### src/verilog/lcdrst_pkg.sv
// ==========================================================
// register map, fields and reset values
package lcdrst_pkg;
  // byte offsets on the register bus
  localparam logic [7:0] ADDR_CTRL0 = 8'h00;
  localparam logic [7:0] ADDR_CTRL1 = 8'h04;
  localparam logic [7:0] ADDR_SUPPLY = 8'h08;
  localparam logic [7:0] ADDR_BLINK = 8'h0c;
  localparam logic [7:0] ADDR_STATUS = 8'h10;
  localparam logic [7:0] ADDR_ISTAT = 8'h14;
  localparam logic [7:0] ADDR_IMASK = 8'h18;
  // display_control0 fields
  localparam int C0_EN = 7;
  localparam int C0_SRC = 6;
  localparam int C0_FRAME_CLK = 3;
  localparam int C0_DUTY = 0;
  // display_control1 fields
  localparam int C1_IEN = 7;
  localparam int C1_WAI = 1;
  localparam int C1_STP = 0;
  // supply_control_reg fields
  localparam int SP_CPEN = 7;
  localparam int SP_PUMP_SEL = 6;
  localparam int SP_PUMP_CLK = 4;
  localparam int SP_VSUP = 0;
  // blink_control_reg fields
  localparam int BL_BLINK = 7;
  localparam int BL_ALT = 6;
  localparam int BL_BLANK = 5;
  localparam int BL_STYLE = 3;
  localparam int BL_RATE = 0;
  // display_status_reg fields
  localparam int ST_FLAG = 7;
  localparam int ST_BIAS = 2;
  localparam int ST_DRV = 1;
  localparam int ST_SETTLE = 0;
  // interrupt status and mask bits
  localparam int IS_FRAME = 0;
  localparam int IS_SETTLED = 1;
  // reset values
  localparam logic [7:0] RST_CTRL0 = 8'h03;
  localparam logic [7:0] RST_CTRL1 = 8'h00;
  localparam logic [7:0] RST_SUPPLY = 8'h41;
  localparam logic [7:0] RST_BLINK = 8'h00;
  localparam logic [2:0] DUTY_QUARTER = 3'h3;
  localparam logic [1:0] BIAS_THIRD = 2'h3;
  localparam logic [1:0] VSUP_VLL2_CORE = 2'h0;
  localparam logic [1:0] VSUP_VLL3_CORE = 2'h1;
  // outputs held off after pump enable, in timebase ticks
  localparam logic [4:0] SETTLE_TICKS = 5'h10;
  // bus answer state
  typedef enum logic [0:0] {BUS_IDLE = 1'b0, BUS_ANSWER = 1'b1} lcdrst_bus_type;
endpackage

### src/verilog/lcdrst_top.sv
// Implementation choices: register access over Avalon-MM and the placing of the registers.
`timescale 1ns/1ps
module lcdrst_top
(
  // clock and reset
  input wire logic i_clock,
  input wire logic i_rst,
  // avalon-mm slave
  input wire logic [7:0] i_address,
  input wire logic i_read,
  input wire logic i_write,
  input wire logic [3:0] i_byteenable,
  input wire logic [31:0] i_writedata,
  output logic [31:0] o_readdata,
  output logic o_waitrequest,
  // events from the waveform side
  input wire logic i_frame_tick,
  input wire logic i_timebase_tick,
  // controls toward the glass and the supply
  output logic o_driver_enable,
  output logic o_core_supply,
  output logic o_powersw1,
  output logic o_powersw2,
  output logic o_pump_on,
  output logic [2:0] o_duty,
  output logic [1:0] o_bias,
  output logic [2:0] o_frame_clock_select,
  output logic [2:0] o_blink_rate,
  output logic o_irq
);

  // ==========================================================
  // registers
  logic [7:0] ctrl0_q; // display_control0
  logic [7:0] ctrl1_q; // display_control1
  logic [7:0] supply_q; // supply_control_reg
  logic [7:0] blink_q; // blink_control_reg
  logic frame_flag_q; // sticky frame flag, write one clears
  logic frame_flag_d;
  logic [1:0] istat_q; // read-clear event bits
  logic [1:0] istat_d;
  logic [1:0] imask_q; // gates istat onto irq
  logic [4:0] settle_q; // timebase ticks left with drivers off
  logic [4:0] settle_d;
  logic [31:0] rdata_q; // read data held for the answer
  lcdrst_pkg::lcdrst_bus_type bus_q; // bus answer state
  lcdrst_pkg::lcdrst_bus_type bus_d;

  // ==========================================================
  // bus decode
  wire req = i_read | i_write; // a request is pending
  wire accept = req & (bus_q == lcdrst_pkg::BUS_ANSWER); // edge where it completes
  wire wr_lane0 = accept & i_write & i_byteenable[0]; // low byte written
  wire [7:0] wbyte = i_writedata[7:0]; // written byte
  wire wr_c0 = wr_lane0 & (i_address == lcdrst_pkg::ADDR_CTRL0);
  wire wr_c1 = wr_lane0 & (i_address == lcdrst_pkg::ADDR_CTRL1);
  wire wr_sp = wr_lane0 & (i_address == lcdrst_pkg::ADDR_SUPPLY);
  wire wr_bl = wr_lane0 & (i_address == lcdrst_pkg::ADDR_BLINK);
  wire wr_st = wr_lane0 & (i_address == lcdrst_pkg::ADDR_STATUS);
  wire wr_im = wr_lane0 & (i_address == lcdrst_pkg::ADDR_IMASK);
  wire rd_is = accept & i_read & (i_address == lcdrst_pkg::ADDR_ISTAT);
  // pump enable rising by a write
  wire cpen_rise = wr_sp & wbyte[lcdrst_pkg::SP_CPEN] & ~supply_q[lcdrst_pkg::SP_CPEN];
  wire settling = (settle_q != 5'h00); // drivers forced off
  wire settle_done = settling & i_timebase_tick & (settle_q == 5'h01) & ~cpen_rise;
  wire [1:0] vsup = supply_q[lcdrst_pkg::SP_VSUP +: 2]; // supply_select

  // status read view
  wire [7:0] status_view = {frame_flag_q, 3'h0, lcdrst_pkg::BIAS_THIRD, o_driver_enable, settling};

  // read mux, unmapped reads return zero
  function automatic logic [7:0] read_mux(input logic [7:0] a, input logic [7:0] c0,
    input logic [7:0] c1, input logic [7:0] sp, input logic [7:0] bl,
    input logic [7:0] st, input logic [1:0] is, input logic [1:0] im);
    case (a)
      lcdrst_pkg::ADDR_CTRL0: read_mux = c0;
      lcdrst_pkg::ADDR_CTRL1: read_mux = c1;
      lcdrst_pkg::ADDR_SUPPLY: read_mux = sp;
      lcdrst_pkg::ADDR_BLINK: read_mux = bl;
      lcdrst_pkg::ADDR_STATUS: read_mux = st;
      lcdrst_pkg::ADDR_ISTAT: read_mux = {6'h00, is};
      lcdrst_pkg::ADDR_IMASK: read_mux = {6'h00, im};
      default: read_mux = 8'h00;
    endcase
  endfunction

  // ==========================================================
  // next-state logic
  always_comb
  begin
    // one wait cycle, then answer
    case (bus_q)
      lcdrst_pkg::BUS_IDLE: bus_d = req ? lcdrst_pkg::BUS_ANSWER : lcdrst_pkg::BUS_IDLE;
      lcdrst_pkg::BUS_ANSWER: bus_d = lcdrst_pkg::BUS_IDLE;
      default: bus_d = lcdrst_pkg::BUS_IDLE;
    endcase
    // set wins over a write-one clear
    frame_flag_d = i_frame_tick | (frame_flag_q & ~(wr_st & wbyte[lcdrst_pkg::ST_FLAG]));
    // set wins over the read clear
    istat_d = {settle_done, i_frame_tick} | (istat_q & ~{2{rd_is}});
    // settle counter, reload beats a tick
    if (cpen_rise)
      settle_d = lcdrst_pkg::SETTLE_TICKS;
    else if (settling & i_timebase_tick)
      settle_d = settle_q - 5'h01;
    else
      settle_d = settle_q;
  end

  // ==========================================================
  // bus state and read data
  always_ff @(posedge i_clock or posedge i_rst)
  begin
    if (i_rst)
    begin
      bus_q <= lcdrst_pkg::BUS_IDLE;
      rdata_q <= 32'h0000_0000;
    end
    else
    begin
      bus_q <= bus_d;
      // sample read data during the wait cycle
      if (req & (bus_q == lcdrst_pkg::BUS_IDLE))
        rdata_q <= {24'h00_0000, read_mux(i_address, ctrl0_q, ctrl1_q, supply_q, blink_q,
          status_view, istat_q, imask_q)};
    end
  end

  // ==========================================================
  // control registers
  always_ff @(posedge i_clock or posedge i_rst)
  begin
    if (i_rst)
    begin
      ctrl0_q <= lcdrst_pkg::RST_CTRL0;
      ctrl1_q <= lcdrst_pkg::RST_CTRL1;
      supply_q <= lcdrst_pkg::RST_SUPPLY;
      blink_q <= lcdrst_pkg::RST_BLINK;
      imask_q <= 2'h0;
    end
    else
    begin
      if (wr_c0)
        ctrl0_q <= wbyte;
      if (wr_c1)
        ctrl1_q <= wbyte & 8'h83;
      if (wr_sp)
        supply_q <= wbyte & 8'hf3;
      if (wr_bl)
        blink_q <= wbyte & 8'hef;
      if (wr_im)
        imask_q <= wbyte[1:0];
    end
  end

  // ==========================================================
  // flags and settle counter
  always_ff @(posedge i_clock or posedge i_rst)
  begin
    if (i_rst)
    begin
      frame_flag_q <= 1'b0;
      istat_q <= 2'h0;
      settle_q <= 5'h00;
    end
    else
    begin
      frame_flag_q <= frame_flag_d;
      istat_q <= istat_d;
      settle_q <= settle_d;
    end
  end

  // ==========================================================
  // outputs
  assign o_waitrequest = req & (bus_q == lcdrst_pkg::BUS_IDLE);
  assign o_readdata = rdata_q;
  // drivers high-impedance unless enabled and settled
  assign o_driver_enable = ctrl0_q[lcdrst_pkg::C0_EN] & ~settling;
  // core rail powers the module for codes 00 and 01
  assign o_core_supply = (vsup == lcdrst_pkg::VSUP_VLL2_CORE) | (vsup == lcdrst_pkg::VSUP_VLL3_CORE);
  assign o_powersw1 = (vsup == lcdrst_pkg::VSUP_VLL2_CORE);
  assign o_powersw2 = (vsup == lcdrst_pkg::VSUP_VLL3_CORE);
  // charge pump path, software keeps it on when core-powered
  assign o_pump_on = supply_q[lcdrst_pkg::SP_PUMP_SEL];
  assign o_duty = ctrl0_q[lcdrst_pkg::C0_DUTY +: 3];
  assign o_bias = lcdrst_pkg::BIAS_THIRD;
  assign o_frame_clock_select = ctrl0_q[lcdrst_pkg::C0_FRAME_CLK +: 3];
  assign o_blink_rate = blink_q[lcdrst_pkg::BL_RATE +: 3];
  // enabled frame flag or any unmasked event bit
  assign o_irq = (frame_flag_q & ctrl1_q[lcdrst_pkg::C1_IEN]) | (|(istat_q & imask_q));

  // ==========================================================
  // checks
  property p_core_supply;
    @(posedge i_clock) disable iff (i_rst)
    (vsup[1] == 1'b0) |-> o_core_supply;
  endproperty
  a_core_supply: assert property (p_core_supply) else $error("core supply not selected");

  property p_reset_off;
    @(posedge i_clock) $fell(i_rst) |-> !o_driver_enable && !ctrl0_q[lcdrst_pkg::C0_EN];
  endproperty
  a_reset_off: assert property (p_reset_off) else $error("drivers on after reset");

  property p_reset_duty;
    @(posedge i_clock) $fell(i_rst) |-> (o_duty == lcdrst_pkg::DUTY_QUARTER) && (o_bias == 2'h3);
  endproperty
  a_reset_duty: assert property (p_reset_duty) else $error("reset duty or bias wrong");

  property p_reset_fields;
    @(posedge i_clock) $fell(i_rst) |-> (supply_q == 8'h41) && (o_frame_clock_select == 3'h0)
      && (o_blink_rate == 3'h0);
  endproperty
  a_reset_fields: assert property (p_reset_fields) else $error("reset fields wrong");

  property p_flag_set;
    @(posedge i_clock) disable iff (i_rst)
    i_frame_tick |=> frame_flag_q [*2] or (frame_flag_q ##1 $past(wr_st));
  endproperty
  a_flag_set: assert property (p_flag_set) else $error("frame flag not held");

  property p_flag_clear;
    @(posedge i_clock) disable iff (i_rst)
    (wr_st && wbyte[7] && !i_frame_tick) |=> !frame_flag_q;
  endproperty
  a_flag_clear: assert property (p_flag_clear) else $error("write one did not clear flag");

  property p_irq;
    @(posedge i_clock) disable iff (i_rst)
    (frame_flag_q && ctrl1_q[7]) |-> o_irq;
  endproperty
  a_irq: assert property (p_irq) else $error("irq missing");

  property p_settle;
    @(posedge i_clock) disable iff (i_rst)
    (settling && !cpen_rise) |-> !o_driver_enable ##1
      (settle_q == $past(settle_q) - {4'h0, $past(i_timebase_tick)});
  endproperty
  a_settle: assert property (p_settle) else $error("drivers on during settle");

  property p_settle_len;
    @(posedge i_clock) disable iff (i_rst)
    cpen_rise |=> (settle_q == 5'h10);
  endproperty
  a_settle_len: assert property (p_settle_len) else $error("settle count wrong");

  property p_zero_keeps;
    @(posedge i_clock) disable iff (i_rst)
    (wr_st && !wbyte[7] && frame_flag_q) |=> frame_flag_q && $stable(ctrl1_q);
  endproperty
  a_zero_keeps: assert property (p_zero_keeps) else $error("zero write changed flag");

endmodule

### config.mk
export PLATFORM = sky130hd
export DESIGN_NAME = lcdrst_top
export DESIGN_NICKNAME = d
export VERILOG_FILES = /design/src/verilog/lcdrst_pkg.sv /design/src/verilog/lcdrst_top.sv
export SDC_FILE = /design/constraint.sdc
export NUM_CORES = 1
export LEC_CHECK = 0
export CAP_MARGIN = 20
export CORE_ASPECT_RATIO = 0.75
export CORE_MARGIN = 2
export CORE_UTILIZATION = 55
export CTS_BUF_LIST = sky130_fd_sc_hd__clkbuf_2
export DETAILED_ROUTE_END_ITERATION = 10
export DONT_BUFFER_PORTS = 1
export PLACE_DENSITY = 0.73
export SETUP_SLACK_MARGIN = 0.05
export SYNTH_ARGS = -nofsm -noshare
export SYNTH_HDL_FRONTEND = slang
export SYNTH_SLANG_ARGS = --single-unit
### constraint.sdc
create_clock -name i_clock -period 5.2 [get_ports i_clock]
set_clock_uncertainty 0.1 [all_clocks]
set_input_delay 0.52 -clock i_clock [delete_from_list [all_inputs] [get_ports i_clock]]
set_output_delay 0.52 -clock i_clock [all_outputs]
set_load 0.1 [all_outputs]
# Word-level counts from Yosys, hierarchy flattened
# Index checks and enable logic that the tools add are counted.
[totals]
output_inout_bits = 50
reg_bits = 43
in_bits = 50
word_cells = 63
[classes]
n_bitwise = 34
n_mux = 5
eq_ne = 8
add_sub_neg = 1
reduce_logical = 5
[ops]
columns = ["cell", "n"]
rows = [
  ["8-bit one-hot mux with 7 select lines", 1],
  ["8-bit by 5-bit == test with 1-bit output (second input constant)", 3],
  ["1-bit AND", 21],
  ["8-bit by 4-bit == test with 1-bit output (second input constant)", 2],
  ["5-bit 2-to-1 mux", 2],
  ["8-bit by 3-bit == test with 1-bit output (second input constant)", 1],
  ["8-bit logical NOT", 1],
  ["5-bit by 1-bit == test with 1-bit output (second input constant)", 1],
  ["1-bit inverter", 5],
  ["5-bit nonzero test", 1],
  ["5-bit by 1-bit subtractor with 5-bit output (second input constant)", 1],
  ["2-bit AND", 2],
  ["1-bit bitwise OR", 4],
  ["2-bit by 1-bit == test with 1-bit output (second input constant)", 1],
  ["2-bit logical NOT", 1],
  ["2-bit inverter", 1],
  ["2-bit bitwise OR", 1],
  ["1-bit one-hot mux with 2 select lines", 1],
  ["2-bit nonzero test", 1],
  ["2-bit OR reduction", 1],
  ["1-bit 2-to-1 mux", 1],
]

# Depth between registers and ports, before layout
[depth]
depth_word = 10
depth_mapped = 7

# Worst setup path after synthesis
# No wires, ideal clock.
[synth_timing]
path_kind = "register to output"
from = "register settle_q[0]"
to = "output o_driver_enable"
n_path_buf = 1
required_ps = 4580
path_slack_ps = 2116
path_stages_with_launch = 6
t_arrival_ps = 2464
cell_sequence = "dfrtp_1 > inv_1 > ha_1 > or4b_1 > buf_2 > nor2_1"
[synth_between]
elab_chain_len = 3
[synth_lines]
columns = ["element", "line_no", "source"]
rows = [
  ["start: declaration", "lcdrst_top.sv:43", "logic [4:0] settle_q;"],
  ["start signal: assignment", "lcdrst_top.sv:170", "settle_q <= settle_d;"],
  ["5-bit nonzero test", "lcdrst_top.sv:64", "wire settling = (settle_q != 5'h00);"],
  ["1-bit inverter", "lcdrst_top.sv:179", "assign o_driver_enable = ctrl0_q[lcdrst_pkg::C0_EN] & ~settling;"],
  ["1-bit AND", "lcdrst_top.sv:179", ""],
  ["end: declaration", "lcdrst_top.sv:20", "output logic o_driver_enable,"],
]
# Every way passes these cells.

# Worst setup path after layout
# Ends and elaborated chain as after synthesis.

==> results.sh <==
export IMPL_status="finished with violations"
export IMPL_violations="negative hold slack"
export IMPL_detail_route_antenna_nets=0
export IMPL_drt_iter0_drc=115
export IMPL_vias=1564
export IMPL_clk_pin_slew_ns=0.23
export IMPL_ys_async_sr_fraction=1.000
export IMPL_dieWidth_um=81.24
export IMPL_grt_ovfl_total=0
export IMPL_drv_cap=0
export IMPL_reg2reg_to="o_readdata[1]"
export IMPL_syn_avg_cell_area_um2=10.84
export IMPL_netlist_area_um2=2461
export IMPL_insertedDiodeCount=0
export IMPL_synth_edf_count=0
export IMPL_viasPerCell=5.687
export IMPL_rows=21
export IMPL_fin_cells=275
export IMPL_cts_root_buffer="clkbuf_2"
export IMPL_hpwl_mm=3.561
export IMPL_min_period_over_period=0.6213
export IMPL_rsz0062_at_grt="false"
export IMPL_synth_largest_area_cell="dfrtp_1"
export IMPL_grt_start_max_net_pins=44
export IMPL_yosys_warnings=0
export IMPL_layout_drive_gt1_share=0.2248
export IMPL_r2r_cells=4
export IMPL_clock_sinks=43
export IMPL_grt_usage=0.2028
export IMPL_r2r_slack_ns=2.97
export IMPL_port_buffer_count=0
export IMPL_initial_core_util=0.5609
export IMPL_finalHoldViolCount=10
export IMPL_crit_type="reg2out"
export IMPL_top_level_ports=100
export IMPL_netlist_instances=227
export IMPL_hold_path_class="in2async"
export IMPL_tns_ns=0
export IMPL_arrival_ns=2.61
export IMPL_cellPowerDensity_nw_per_um2=321.7
export IMPL_r2r_start="blink_q[1]"
export IMPL_drc_errors=0
export IMPL_required_ns=4.58
export IMPL_ir_worst_vdd_mv=0.1470
export IMPL_cts_resized=0
export IMPL_cp_max_fo=8
export IMPL_hold_buffers=0
export IMPL_critPathLaunchType="flop"
export IMPL_fin_area_um2=2407
export IMPL_synthTopCellsByArea="dfrtp_1 (40%), mux2_2 (12%), buf_4 (11%)"
export IMPL_synth_common_cells="dfrtp_1 (39), buf_4 (35), mux2_2 (26)"
export IMPL_finalWeightedCongestion=0.8264
export IMPL_clk_latency_ns=0.40
export IMPL_finalMaxSlewViolations=0
export IMPL_grt_pass1_wl_mm=7.341
export IMPL_numCtsBuffers=5
export IMPL_dieArea_um2=5031
export IMPL_finalPower_mw=0.7743
export IMPL_grt_pass1_vias=1418
export IMPL_area_growth_syn_to_layout_pct=-2.186
export IMPL_ys_seq_area_frac=0.4392
export IMPL_post_cts_setup_buffer_count=0
export IMPL_fin_hold_ws_ns=-0.009334
export IMPL_cellLeakagePower_nw=1.103
export IMPL_yosys_area_top_type_share=0.3965
export IMPL_tightestPinTransition_ns=1.074
export IMPL_totalWireLength_mm=4.791
export IMPL_yosysUniqueCellTypes=48
export IMPL_synth_most_common_cell="dfrtp_1"
export IMPL_placed_cells_incl_taps=267
export IMPL_clock_fmax_mhz=309.5
export IMPL_cp_top_family="simple AND/OR/NAND/NOR gates"
export IMPL_ys_ff_latch=43
export IMPL_timing_final_ws_setup_ns=1.969
export IMPL_coreArea_um2=4388
export IMPL_htreeDepth=2
export IMPL_cts_tree="done"
export IMPL_first_pass_iters=4
export IMPL_crit_path_top_delay_cell="nor2_2"
export IMPL_wl_per_cell_um=17.42
export IMPL_place_area_um2=2344
export IMPL_cp_slowest_stage_delay_ns=0.87
export IMPL_path_buf_inv=1
export IMPL_fp_dieH_um=61.93
export IMPL_antenna_found_initial=0
export IMPL_clock_path_buffers=2
export IMPL_place_ws_ns=2.430
export IMPL_setup_viol=0
export IMPL_timing_final_crit_period_ns=3.231
export IMPL_finalNetCount=270
export IMPL_max_slew_margin=0.2831
export IMPL_synth_flop_cell="dfrtp_1"
export IMPL_fin_util=0.5486
export IMPL_crit_chain="inv_1, ha_1, or4b_1, nor2_2"
export IMPL_crit_path_end_kind="primary output"
registers in the layout, indices dropped and copies added (netlist names):
signal        flops
settle_q          5
blink_q           7
ctrl1_q           3
ctrl0_q           8
supply_q          6
frame_flag_q      1
bus_q             1
o_readdata        8
istat_q           2
imask_q           2
worst max path at each step:
stage	start	endpoint	slack, ns	cells after the start
4_1_cts	settle_q[0]	o_driver_enable	1.95	4
3_5_place_dp	settle_q[0]	o_driver_enable	2.43	4
3_3_place_gp	settle_q[0]	o_driver_enable	2.44	4
6_report	settle_q[0]	o_driver_enable	1.97	4
5_1_grt	settle_q[0]	o_driver_enable	1.86	4
2_1_floorplan	settle_q[0]	o_driver_enable	2.12	5
worst reg2reg max path: stages, from the launching register on:
cell and delay [ns]:
dfrtp_1 0.99, mux2i_1 0.20, a2111oi_0 0.47, a211oi_1 0.13, o31ai_2 0.25
layer usage:
layer / GRT usage / up-vias / wire (um)
met5: 0 / - / 0
met4: 0.05569 / 0 / 29
met3: 0.06503 / 5 / 394
met2: 0.2928 / 62 / 2080
met1: 0.2963 / 769 / 2287
li1: - / 728 / -
layout make-up:
cell class / instances / area (um2)
multi-input combinational: 159 / 1157
clock inverter: 3 / 38.79
sequential: 43 / 1081
timing repair buffer: 1 / 7.507
inverter: 7 / 26.28
clock buffer: 5 / 25.02
tap: 57 / 71.32
fill: 397 / 1981
cell families (layout without fill, tap and decap cells):
family | after synthesis | after routing | synth area share
other cells | 2 | 26 | 0.003051
flops | 43 | 43 | 0.4392
fa+ha+maj | 3 | 3 | 0.01525
mux | 30 | 30 | 0.1352
compound gates | 32 | 32 | 0.09507
buf+inv | 49 | 16 | 0.1301
simple gates | 64 | 64 | 0.1678
xor+xnor | 4 | 4 | 0.01424
power breakdown:
part	switching (mW)	internal, mW	total, mW
Clock	0.105	0.0791	0.184
Combinational	0.149	0.0442	0.193
Sequential	0.0346	0.363	0.398
cells in the final DEF (no fill, tap or decap), drive strengths merged, types with 5 or more instances in the layout:
cell,synthesis,layout
mux2,26,26
nor3,6,6
and3,5,5
inv,7,7
clkbuf,3,5
nor2,14,14
nand2,14,14
dfrtp,39,39
nand3,6,6
a21oi,5,5
o21ai,5,5
conb,2,26
No activity file was read; power rests on OpenSTA's default activity.
